[src/ddi_pkg.sv]
/*
  Constants and types for the drive digital input decoder.
  Assumes a single 10 MHz control clock and an active-low asynchronous reset.
*/
package ddi_pkg;
  localparam logic [7:0] EXT_TRIP_CODE      = 8'h33;  // 51
  localparam logic [4:0] REF_SEL_AI_SWITCH  = 5'h0E;  // 14
  localparam int         SYNC_STAGES        = 2;
  localparam real        FEEDBACK_TIME_MS   = 100.0;
  localparam real        CLOCK_MHZ          = 10.0;
  localparam int         FEEDBACK_CYCLES    = int'(FEEDBACK_TIME_MS * CLOCK_MHZ * 1000.0);
  localparam logic [1:0] SRC_TERMINAL       = 2'h0;
  localparam logic [1:0] SRC_PANEL          = 2'h1;
  localparam logic [1:0] SRC_NETWORK        = 2'h2;
  localparam logic [2:0] RESET_PRESET       = 3'h0;

  typedef enum logic [1:0] {
    DDI_BANK_IDLE,
    DDI_BANK_LOAD,
    DDI_BANK_SAVE
  } ddi_bank_t;

  typedef enum {
    DDI_LINK_DRIVE,
    DDI_LINK_SYNC,
    DDI_LINK_DIRECT
  } ddi_link_t;
endpackage : ddi_pkg

[src/ddi_sync.sv]
/*
  Two flip-flop synchroniser for a vector of contact inputs.
  Assumes inputs are asynchronous to clock.
*/
`timescale 1ns/10ps
module ddi_sync
  import ddi_pkg::*;
#(
  parameter int WIDTH = 1
) (
  input  wire logic             clock,
  input  wire logic             rst_b,
  input  wire logic [WIDTH-1:0] async_in,
  output logic      [WIDTH-1:0] sync_out
);
  initial begin
    if (WIDTH < 1) $error("ddi_sync width must be positive");
  end

  typedef struct packed {
    logic [WIDTH-1:0] first;
    logic [WIDTH-1:0] second;
  } ddi_sync_state_t;

  ddi_sync_state_t state;
  ddi_sync_state_t next_state;

  always_comb begin
    next_state.first  = async_in;
    next_state.second = state.first;
  end

  always_ff @(posedge clock or negedge rst_b) begin
    if (!rst_b) begin
      state <= '0;
    end else begin
      state <= next_state;
    end
  end

  assign sync_out = state.second;
endmodule : ddi_sync

[src/ddi_edge.sv]
/*
  Rising and falling edge detector on already synchronised levels.
  Assumes inputs are on the clock domain.
*/
`timescale 1ns/10ps
module ddi_edge
  import ddi_pkg::*;
#(
  parameter int WIDTH = 1
) (
  input  wire logic             clock,
  input  wire logic             rst_b,
  input  wire logic [WIDTH-1:0] level,
  output logic      [WIDTH-1:0] rise,
  output logic      [WIDTH-1:0] fall
);
  initial begin
    if (WIDTH < 1) $error("ddi_edge width must be positive");
  end

  typedef struct packed {
    logic [WIDTH-1:0] last;
  } ddi_edge_state_t;

  ddi_edge_state_t state;
  ddi_edge_state_t next_state;

  always_comb begin
    next_state.last = level;
  end

  always_ff @(posedge clock or negedge rst_b) begin
    if (!rst_b) begin
      state <= '0;
    end else begin
      state <= next_state;
    end
  end

  assign rise = level & ~state.last;
  assign fall = ~level & state.last;
endmodule : ddi_edge

[src/ddi_decoder.sv]
/*
  Drive digital input decoder: turns contact levels into internal commands.
  Assumes contacts are asynchronous; config and status levels come from
  logic on the same clock (run state, stored source, reference selection).
*/
`timescale 1ns/10ps
module ddi_decoder
  import ddi_pkg::*;
#(
  parameter int FEEDBACK_DELAY = FEEDBACK_CYCLES
) (
  input  wire logic       clock,
  input  wire logic       rst_b,
  // contact pins
  input  wire logic [2:0] preset_in,
  input  wire logic       pot_down_in,
  input  wire logic       pot_up_in,
  input  wire logic       trip_clear_in,
  input  wire logic       ext_trip_no_in,
  input  wire logic       ext_trip_nc_in,
  input  wire logic       ramp_set_in,
  input  wire logic       ramp_hold_in,
  input  wire logic       dc_braking_request,
  input  wire logic       jog_in,
  input  wire logic       ref_source_in,
  input  wire logic [2:0] force_src_in,
  input  wire logic       settings_bank_select,
  input  wire logic       control_mode_select,
  input  wire logic       inch_enable_in,
  input  wire logic [1:0] inch_in,
  input  wire logic       quick_stop_in,
  input  wire logic       supply_ack_in,
  input  wire logic       sync_request_in,
  input  wire logic       transfer_request_in,
  input  wire logic       transfer_reset_in,
  input  wire logic       conv_contactor_fb_in,
  input  wire logic       line_contactor_fb_in,
  input  wire logic       motor_select_bit0,
  input  wire logic       motor_select_bit1,
  input  wire logic       motor_select_bit2,
  // same-clock configuration and status
  input  wire logic       hold_allows_decel_option,
  input  wire logic       motor_running,
  input  wire logic       motor_stopped,
  input  wire logic       start_active,
  input  wire logic       other_run_request,
  input  wire logic [1:0] stored_source,
  input  wire logic [4:0] ref_selection,
  input  wire logic       multi_motor_mode,
  input  wire logic       sync_complete,
  // commands
  output logic      [2:0] preset_index,
  output logic            pot_decrease,
  output logic            pot_increase,
  output logic            trip_clear,
  output logic            ext_trip,
  output logic      [7:0] ext_trip_code,
  output logic            ramp_set_two,
  output logic            ramp_hold,
  output logic            ramp_hold_decel_ok,
  output logic            dc_braking,
  output logic            jog_select,
  output logic            ref_use_ai,
  output logic            ref_alternate,
  output logic      [1:0] active_source,
  output logic            source_forced,
  output logic            bank_load,
  output logic            bank_save,
  output logic            control_mode_two,
  output logic            inch_start,
  output logic      [1:0] inch_ref_select,
  output logic            quick_stop,
  output logic            supply_switch_trip,
  output logic            sync_active,
  output logic            conv_contactor_cmd,
  output logic            line_contactor_cmd,
  output logic            contactor_feedback_trip,
  output logic      [3:0] motor_number
);
  localparam int NPIN = 31;
  localparam int FB_W = $clog2(FEEDBACK_DELAY + 1);

  initial begin
    if (FEEDBACK_DELAY < 1) $error("feedback delay must be at least one cycle");
  end

  logic [NPIN-1:0] pins_raw;
  logic [NPIN-1:0] pins;
  logic [NPIN-1:0] pins_rise;

  // one contact per line, highest bit first; the slices below must track this order
  assign pins_raw = {
    preset_in,             // 30:28
    pot_down_in,
    pot_up_in,
    trip_clear_in,         // 25
    ext_trip_no_in,
    ext_trip_nc_in,
    ramp_set_in,
    ramp_hold_in,
    dc_braking_request,
    jog_in,
    ref_source_in,         // 18
    force_src_in,          // 17:15
    settings_bank_select,
    control_mode_select,
    inch_enable_in,
    inch_in,               // 11:10
    quick_stop_in,
    supply_ack_in,
    sync_request_in,
    transfer_request_in,
    transfer_reset_in,
    conv_contactor_fb_in,
    line_contactor_fb_in,  // 3
    motor_select_bit2,
    motor_select_bit1,
    motor_select_bit0      // 0
  };

  ddi_sync #(.WIDTH(NPIN)) u_sync (
    .clock    (clock),
    .rst_b    (rst_b),
    .async_in (pins_raw),
    .sync_out (pins)
  );

  ddi_edge #(.WIDTH(NPIN)) u_edge (
    .clock (clock),
    .rst_b (rst_b),
    .level (pins),
    .rise  (pins_rise),
    .fall  ()
  );

  logic [2:0] s_preset;
  logic       s_down, s_up, s_noc, s_ncc, s_rset, s_hold, s_dcb, s_jog, s_refsrc;
  logic [2:0] s_force;
  logic       s_bank, s_mode, s_inen;
  logic [1:0] s_inch;
  logic       s_qs, s_ack, s_syncreq, s_xfer, s_xrst, s_convfb, s_linefb;
  logic [2:0] s_motor;
  logic       clear_edge;

  assign {s_preset, s_down, s_up} = pins[30:26];
  assign {s_noc, s_ncc, s_rset, s_hold, s_dcb, s_jog, s_refsrc} = pins[24:18];
  assign {s_force, s_bank, s_mode, s_inen, s_inch} = pins[17:10];
  assign {s_qs, s_ack, s_syncreq, s_xfer, s_xrst, s_convfb, s_linefb} = pins[9:3];
  assign s_motor    = pins[2:0];
  assign clear_edge = pins_rise[25];

  typedef struct packed {
    logic [2:0]      preset_index;
    logic            pot_decrease;
    logic            pot_increase;
    logic            trip_clear;
    logic            ext_trip;
    logic [7:0]      ext_trip_code;
    logic            ramp_set_two;
    logic            ramp_hold;
    logic            ramp_hold_decel_ok;
    logic            dc_braking;
    logic            jog_select;
    logic            ref_use_ai;
    logic            ref_alternate;
    logic [1:0]      active_source;
    logic            source_forced;
    ddi_bank_t       bank;
    logic            bank_load;
    logic            bank_save;
    logic            control_mode_two;
    logic            inch_start;
    logic [1:0]      inch_ref_select;
    logic            quick_stop;
    logic            supply_switch_trip;
    ddi_link_t       link;
    logic            sync_active;
    logic            conv_cmd;
    logic            line_cmd;
    logic [FB_W-1:0] fb_count;
    logic            fb_trip;
    logic [3:0]      motor_number;
  } ddi_state_t;

  ddi_state_t state;
  ddi_state_t next_state;

  always_comb begin
    next_state = state;
    next_state.preset_index = s_preset;
    next_state.pot_decrease = s_down;
    next_state.pot_increase = s_up & ~s_down;
    next_state.trip_clear   = clear_edge;
    next_state.ext_trip     = s_noc | ~s_ncc;
    next_state.ramp_set_two = s_rset;
    next_state.ramp_hold    = s_hold;
    next_state.ramp_hold_decel_ok = s_hold & hold_allows_decel_option;
    next_state.dc_braking   = s_dcb & motor_stopped;
    next_state.jog_select   = s_jog;
    next_state.ref_use_ai    = (ref_selection == REF_SEL_AI_SWITCH);
    next_state.ref_alternate = s_refsrc;
    // terminal override ranks highest, then panel, then network
    next_state.source_forced = |s_force;
    if (s_force[0]) begin
      next_state.active_source = SRC_TERMINAL;
    end else if (s_force[1]) begin
      next_state.active_source = SRC_PANEL;
    end else if (s_force[2]) begin
      next_state.active_source = SRC_NETWORK;
    end else begin
      next_state.active_source = stored_source;
    end
    // the bank level only matters when the motor is idle, so a change during a run
    // takes effect at the next stop
    if (motor_running) begin
      next_state.bank = DDI_BANK_IDLE;
    end else begin
      next_state.bank = s_bank ? DDI_BANK_SAVE : DDI_BANK_LOAD;
    end
    next_state.control_mode_two = s_mode;
    if (s_inen && !start_active && !other_run_request && (|s_inch)) begin
      next_state.inch_start      = 1'b1;
      next_state.inch_ref_select = s_inch[0] ? 2'h1 : 2'h2;
    end else begin
      next_state.inch_start      = 1'b0;
      next_state.inch_ref_select = 2'h0;
    end
    next_state.quick_stop         = s_qs;
    next_state.supply_switch_trip = ~s_ack;
    next_state.motor_number       = {1'b0, s_motor} + 4'h1;
    case (state.link)
      DDI_LINK_DRIVE: begin
        next_state.conv_cmd = 1'b1;
        next_state.line_cmd = 1'b0;
        if (s_syncreq) next_state.link = DDI_LINK_SYNC;
      end
      DDI_LINK_SYNC: begin
        if (!s_syncreq) begin
          next_state.link = DDI_LINK_DRIVE;
        end else if (sync_complete && s_xfer) begin
          next_state.link     = DDI_LINK_DIRECT;
          next_state.line_cmd = 1'b1;
          next_state.conv_cmd = 1'b0;
        end
      end
      DDI_LINK_DIRECT: begin
        if (multi_motor_mode ? s_xrst : !s_xfer) begin
          next_state.line_cmd = 1'b0;
          next_state.conv_cmd = 1'b1;
          next_state.link     = DDI_LINK_DRIVE;
        end
      end
      default: next_state.link = DDI_LINK_DRIVE;
    endcase
    // decoded copies are registered so every output leaves a flip-flop
    next_state.ext_trip_code = next_state.ext_trip ? EXT_TRIP_CODE : 8'h00;
    next_state.bank_load     = (next_state.bank == DDI_BANK_LOAD);
    next_state.bank_save     = (next_state.bank == DDI_BANK_SAVE);
    next_state.sync_active   = (next_state.link == DDI_LINK_SYNC);
    // contactors need time to move; a mismatch must persist before tripping
    if ((s_convfb != state.conv_cmd) || (s_linefb != state.line_cmd)) begin
      if (state.fb_count >= FB_W'(FEEDBACK_DELAY)) begin
        next_state.fb_trip = 1'b1;
      end else begin
        next_state.fb_count = state.fb_count + 1'b1;
      end
    end else begin
      next_state.fb_count = '0;
      next_state.fb_trip  = 1'b0;
    end
  end

  always_ff @(posedge clock or negedge rst_b) begin
    if (!rst_b) begin
      state              <= '0;
      state.preset_index <= RESET_PRESET;
      state.bank         <= DDI_BANK_IDLE;
      state.link         <= DDI_LINK_DRIVE;
      state.motor_number <= 4'h1;
    end else begin
      state <= next_state;
    end
  end

  assign preset_index       = state.preset_index;
  assign pot_decrease       = state.pot_decrease;
  assign pot_increase       = state.pot_increase;
  assign trip_clear         = state.trip_clear;
  assign ext_trip           = state.ext_trip;
  assign ext_trip_code      = state.ext_trip_code;
  assign ramp_set_two       = state.ramp_set_two;
  assign ramp_hold          = state.ramp_hold;
  assign ramp_hold_decel_ok = state.ramp_hold_decel_ok;
  assign dc_braking         = state.dc_braking;
  assign jog_select         = state.jog_select;
  assign ref_use_ai         = state.ref_use_ai;
  assign ref_alternate      = state.ref_alternate;
  assign active_source      = state.active_source;
  assign source_forced      = state.source_forced;
  assign bank_load          = state.bank_load;
  assign bank_save          = state.bank_save;
  assign control_mode_two   = state.control_mode_two;
  assign inch_start         = state.inch_start;
  assign inch_ref_select    = state.inch_ref_select;
  assign quick_stop         = state.quick_stop;
  assign supply_switch_trip = state.supply_switch_trip;
  assign sync_active        = state.sync_active;
  assign conv_contactor_cmd = state.conv_cmd;
  assign line_contactor_cmd = state.line_cmd;
  assign contactor_feedback_trip = state.fb_trip;
  assign motor_number       = state.motor_number;
endmodule : ddi_decoder

[config.mk]
export PLATFORM = sky130hd
export DESIGN_NAME = ddi_decoder
export DESIGN_NICKNAME = d
export VERILOG_FILES = /design/src/ddi_pkg.sv /design/src/ddi_sync.sv /design/src/ddi_edge.sv /design/src/ddi_decoder.sv
export SDC_FILE = /design/constraint.sdc
export NUM_CORES = 1
export LEC_CHECK = 0
export ABC_CLOCK_PERIOD_IN_PS = 2400
export BUFFER_PORTS_ARGS = -buffer_cell sky130_fd_sc_hd__buf_2
export CORE_MARGIN = 5
export CORE_UTILIZATION = 40
export CTS_BUF_LIST = sky130_fd_sc_hd__clkbuf_4 sky130_fd_sc_hd__clkbuf_8 sky130_fd_sc_hd__clkbuf_16
export DETAILED_ROUTE_END_ITERATION = 10
export GPL_TIMING_DRIVEN = 0
export HOLD_SLACK_MARGIN = 0.1
export PLACE_DENSITY_LB_ADDON = 0.25
export SKIP_CTS_REPAIR_TIMING = 1
export SYNTH_ARGS = -nofsm -noshare
export SYNTH_HDL_FRONTEND = slang
export SYNTH_SLANG_ARGS = --single-unit
[constraint.sdc]
create_clock -name clock -period 2.4 [get_ports clock]
set_input_delay 0 -clock clock [delete_from_list [all_inputs] [get_ports clock]]
set_output_delay 0 -clock clock [all_outputs]
set_load 0.005 [all_outputs]
==> impl_metrics.csv, run 1 <==
group,metric,value,unit
logic_synthesis,yosysWarnings,0,
logic_synthesis,syn_inst,326,
logic_synthesis,ys_async_sr_fraction,1.000,
die,core_area,11910,um2
setup_path,cp.required,2.74,ns
timing,tightest_slew,0.5743,ns
global_routing,grtUsageMet1,0.1499,
global_routing,grt_use_met2,0.2034,
clock_tree,tritoncts,"done",
clock_tree,clockBufferDepth,2,
timing,layout_min_cycle_time,2.228,ns
pwr,combPwrFrac,0.057,
logic_synthesis,ys_types,41,
global_routing,busiest_layer,"met2",
detailed_routing,vias,2973,
detailed_routing,wirelength,8532,um
layout,multi_input_area,1051,um2
clock_tree,root_buffer,"clkbuf_16",
place,routabilityCongestion,0.8306,
detailed_routing,drtAntennaViolNets,0,
timing,fin_worst_skew,0.006007,ns
logic_synthesis,synth_top_cell_by_area,"dfrtp_1",
hold_path,hold_path.class,"input port to async pin",
pwr,power.density,853.8,nW/um2
setup_path,crit_path_max_incr_delay,0.43,ns
place,io_buffers,83,
pwr,report.power.total,0.005658,W
clock_tree,clk_pin_slew,0.06,ns
detailed_routing,drc,0,
clock_tree,worstSkewPairLatency,0.41,ns
timing,hold_viol_final,0,
logic_synthesis,synth_top_family_by_area,"simple AND/OR/NAND/NOR gates",
flow_run,maxCapViolCount,0,
timing,fmax,448.9,MHz
global_routing,grt_use_total,0.1259,
pwr,p_leak,3.118,nW
logic_synthesis,synthTopCellsByArea,"dfrtp_1 76%, buf_4 3.0%, a21oi_1 1.7%",
place,post-place-cells,590,
place,placed_cell_area,5592,um2
detailed_routing,drt_iter0_drc,145,
timing,period_share,0.9283,
logic_synthesis,ys_seq_area_frac,0.7663,
global_routing,grt_overflow_total,0,
timing,relSlewSlack,0.6072,
die,start_util,0.4059,
logic_synthesis,synth_common_cells,"147 x dfrtp_1, 19 x buf_4, 16 x a21oi_1",
pwr,p_int,0.004503,W
clock_tree,cts-htree-levels,4,
layout,area_delta_synth_final,37.09,%
layout,fin_area,6628,um2
logic_synthesis,ys_ff_latch,148,
setup_path,critPathLaunchType,"register",
logic_synthesis,synth.area.mux_share,0.002070,
timing,setup_tns,0,ns
logic_synthesis,ys.flop_type,"dfrtp_1",
layout,final_cells,665,
logic_synthesis,yosysMostFrequentCell,"dfrtp_1",
setup_path,crit_chain,"or3_4, o311a_4, clkbuf_1, nor4_1, mux2i_1",
logic_synthesis,synthSimpleGateAreaFrac,0.1136,
die,fp.dieW,119.9,um
timing,drv_slew,0,
detailed_routing,routedWlPerCell,12.83,um
clock_tree,cts_made_buffers,17,
logic_synthesis,avgSynthCellArea,14.83,um2
layout,finalNetCount,555,
global_routing,use_met3,0.04336,
logic_synthesis,synth_compound_area_frac,0.06211,
place,place_hpwl,5528,um
global_routing,antenna_found_initial,0,
logic_synthesis,netlist_area,4835,um2
setup_path,setup.worst_path.end_class,"register",
pwr,p_clk_frac,0.467,
logic_synthesis,synthAdderAreaFrac,0.007764,
timing,rsz0062_at_grt,"no",
global_routing,grt_max_degree,101,
timing,setup_viol,0,
layout,fillCellCount,980,
setup_path,crit_path_top_delay_cell,"dfrtp_1",
die,io_pins,88,
detailed_routing,avgViaCountPerCell,4.471,
global_routing,grt_pass1_wl,13810,um
outcome,status,"finished, final reports clean",
logic_synthesis,netlist.area_leader.share,0.7609,
detailed_routing,drt-pass1-iter-count,4,
pwr,pwr-share-seq,0.476,
die,rows,40,
pwr,peakVddDrop,0.0005941,V
layout,layout-drive-gt1-share,0.2703,
layout,seqCellArea,3705,um2
logic_synthesis,synthXorXnorAreaFrac,0.005435,
layout,fin_util,0.5564,
setup_path,cp_max_fo,10,
setup_path,crit_type,"register to register",
logic_synthesis,synth-edff-count,0,
die,dieArea,14390,um2
clock_tree,cts_sinks,148,
die,die_h,119.9,um
pwr,p_sw_frac,0.2042,
pwr,p_sw,0.001156,W
global_routing,first_global_vias,2889,
setup_path,worstPathArrival,2.56,ns
layout,antenna_cells,0,
layer usage:
metal / wire (um) / vias to the layer above
li1: - / 1454
met1: 3492 / 1426
met2: 4460 / 78
met3: 424 / 15
met4: 155 / 0
met5: 0 / -
worst max-delay path: cells and delay by family, from the launching register on:
family	cells	cell delay (ns)
compound gates	1	0.40
mux	1	0.22
simple gates	2	0.84
flops	1	0.43
buf+inv	1	0.26
power groups by stage:
stage	Clock (W)	Combinational [W]	Sequential, W
global placement	0	0.000255	0.00273
CTS	0.00271	0.000272	0.00270
detailed placement	0	0.000272	0.00274
global route	0.00283	0.000371	0.00271
finish	0.00264	0.000320	0.00270
floorplan	0	0.000120	0.00272
cell families after synthesis:
| logic type | count (synthesis) |
|---|---|
| AOI/OAI and AO/OA | 44 |
| xor gates and xnor gates | 3 |
| adders and majority gates | 3 |
| buffers and inverters | 33 |
| DFF | 148 |
| muxes | 1 |
| other | 1 |
| and+or+nand+nor | 93 |
flip-flops by register name (all words and copies together), names as in the netlist, 2 cells and up:
signal	cells
state	52
motor_number	4
u_edge.state	7
preset_index	3
active_source	2
u_sync.sync_out	31
u_sync.next_state	31
inch_ref_select	2
cell usage in the layout (no fill, tap or decap), drive strengths merged, types with 10 or more instances in the layout:
| master | netlist | routed |
|---|---|---|
| or4 | 10 | 10 |
| dlygate4sd3 | 0 | 43 |
| buf | 21 | 105 |
| dfrtp | 147 | 147 |
| clkbuf | 5 | 28 |
| nor2 | 11 | 11 |
| conb | 1 | 34 |
| a21oi | 16 | 16 |
| nor4 | 10 | 10 |
| nand2 | 11 | 11 |
path summary, 6_finish.rpt:
path	start	endpoint	slack [ns]	cells after the start
hold / removal	rst_b	u_sync.sync_out[30]	0.10	2
setup reg to reg	state[17]	state[16]	0.17	5
setup / recovery	state[17]	state[16]	0.17	5
min in group clock	trip_clear_in	u_sync.next_state[25]	0.23	2
hold reg to reg	u_sync.next_state[9]	u_sync.sync_out[9]	0.35	0
max in group asynchronous	rst_b	u_sync.sync_out[14]	1.50	3
metrics by stage:
stage / hold WS (ns) / worst slack, ns
after CTS: -0.4837 / 0.1659
final: 0.1046 / 0.1722
after global routing: 0.1402 / 0.03156
after global placement: 0.1079 / -0.5440
after detailed placement: -0.03669 / 0.1772
after floorplan: -0.2956 / 0.3802
cell type report:
class,instances,share of cell area
multi-input cells,178,0.1586
clock buffers,23,0.07193
plain buffers,26,0.02662
clock inverters,9,0.01945
repair buffers,127,0.1327
well taps,147,0.02775
flip-flops and latches,148,0.5590
inverters,7,0.003965
No activity file was read; power rests on OpenSTA's default activity.
==> inputs of run 2 (changes only) <==
--- a/config.mk
+++ b/config.mk
@@ -13,7 +13,6 @@
 export DETAILED_ROUTE_END_ITERATION = 10
 export GPL_TIMING_DRIVEN = 0
 export HOLD_SLACK_MARGIN = 0.1
-export PLACE_DENSITY_LB_ADDON = 0.25
 export SKIP_CTS_REPAIR_TIMING = 1
 export SYNTH_ARGS = -nofsm -noshare
 export SYNTH_HDL_FRONTEND = slang
==> impl_metrics.csv, run 2 (synthesis gave the netlist of run 1 again) <==
group,metric,value,unit
timing,layout_min_cycle_time,2.247,ns
die,start_util,0.4059,
detailed_routing,drt-pass1-iter-count,4,
pwr,power.density,877.8,nW/um2
layout,fin_util,0.5598,
pwr,p_leak,3.132,nW
timing,setup_tns,0,ns
layout,top_register,"state",
timing,fin_worst_skew,0.005548,ns
die,io_pins,88,
hold_path,hold_path.class,"input port to async pin",
outcome,status,"finished, final reports clean",
timing,drv_slew,0,
detailed_routing,vias,3025,
layout,final_common_cell,"dfrtp_1",
die,die_h,119.9,um
clock_tree,cts_made_buffers,17,
die,rows,40,
layout,layout-drive-gt1-share,0.2703,
clock_tree,cts_sinks,148,
pwr,peakVddDrop,0.0004692,V
setup_path,setup.worst_path.end_class,"register",
place,io_buffers,83,
global_routing,grt_use_total,0.1264,
setup_path,critPathLaunchType,"register",
detailed_routing,wirelength,8779,um
global_routing,grt_overflow_total,0,
timing,fmax,445.0,MHz
clock_tree,cts-htree-levels,4,
timing,period_share,0.9363,
place,routabilityCongestion,0.7957,
detailed_routing,drtAntennaViolNets,0,
die,dieArea,14390,um2
setup_path,crit_type,"register to register",
layout,antenna_cells,0,
timing,relSlewSlack,0.5778,
clock_tree,clockBufferDepth,2,
timing,setup_viol,0,
clock_tree,root_buffer,"clkbuf_16",
die,fp.dieW,119.9,um
layout,fillCellCount,955,
layout,largest_reg_flops,52,
timing,tightest_slew,0.6173,ns
timing,hold_viol_final,0,
setup_path,cp.required,2.73,ns
layout,area_delta_synth_final,37.91,%
clock_tree,worstSkewPairLatency,0.42,ns
timing,setup_slack,0.1529,ns
layout,final_cell_mix,"147 x dfrtp_1, 82 x buf_2, 43 x dlygate4sd3_1",
detailed_routing,avgViaCountPerCell,4.549,
detailed_routing,drc,0,
layout,finalNetCount,555,
die,core_area,11910,um2
global_routing,antenna_found_initial,0,
clock_tree,clk_pin_slew,0.06,ns
global_routing,grt_pass1_wl,14040,um
setup_path,worstPathArrival,2.58,ns
detailed_routing,drt_iter0_drc,169,
timing,rsz0062_at_grt,"no",
clock_tree,tritoncts,"done",
global_routing,first_global_vias,2969,
flow_run,maxCapViolCount,0,
place,place_hpwl,5440,um
detailed_routing,routedWlPerCell,13.20,um
place,place_ws,0.1576,ns
global_routing,grt_max_degree,80,
setup_path,cp_max_fo,10,
## run 2: through the flow
stage | power (W) | area, um2 | hold WS [ns] | cells
detailed placement | 0.003013 | 5592 | 0.04152 | 590
global placement | 0.002989 | 5558 | 0.1085 | 589
global route | 0.006082 | 6668 | 0.2071 | 665
finish | 0.005853 | 6668 | 0.1544 | 665
floorplan | 0.002845 | 4959 | -0.2956 | 359
CTS | 0.005865 | 6237 | -0.4088 | 622
## run 2: power by group
part	leakage [nW]	internal, W	switching (W)
logic	1.03	0.000162	0.000161
registers	1.79	0.00263	0.0000688
clock network	0.311	0.00181	0.00102
total	3.13	0.00460	0.00125
## run 2: worst paths after layout
kind	from	end	slack, ns	depth (start not counted)
min in group clock	preset_in[2]	u_sync.next_state[30]	0.22	2
setup reg to reg	state[17]	state[16]	0.15	5
max in group asynchronous	rst_b	motor_number[0]	1.45	3
hold reg to reg	u_sync.next_state[21]	u_sync.sync_out[21]	0.34	0
hold / removal	rst_b	u_sync.next_state[29]	0.15	2
setup / recovery	state[17]	state[16]	0.15	5
## run 2: routing by layer
metal  track usage  routed length (um)  part of all wire  vias up
met5             0                   0                 0        -
met4       0.07087                 206             0.023        0
met3       0.04100                 430             0.049       15
met2        0.2009                4604              0.52       77
met1        0.1520                3536              0.40     1480
li1              -                   -                 -     1453
## run 2: area by class of cell
type                            instances  area, um2  share of cell area
Sequential cell                       148       3705              0.5556
Multi-Input combinational cell        178       1051              0.1576
Timing Repair Buffer                  127      879.6              0.1319
Clock buffer                           19      452.9             0.06793
Clock inverter                         13      192.7             0.02890
Tap cell                              147      183.9             0.02758
Buffer                                 26      176.4             0.02646
Inverter                                7      26.28            0.003941
## run 2: critical path, stage by stage (launching register included)
cell	delay [ns]
dfrtp_1	0.44
or3_4	0.41
o311a_4	0.41
clkbuf_1	0.26
nor4_1	0.42
mux2i_1	0.23
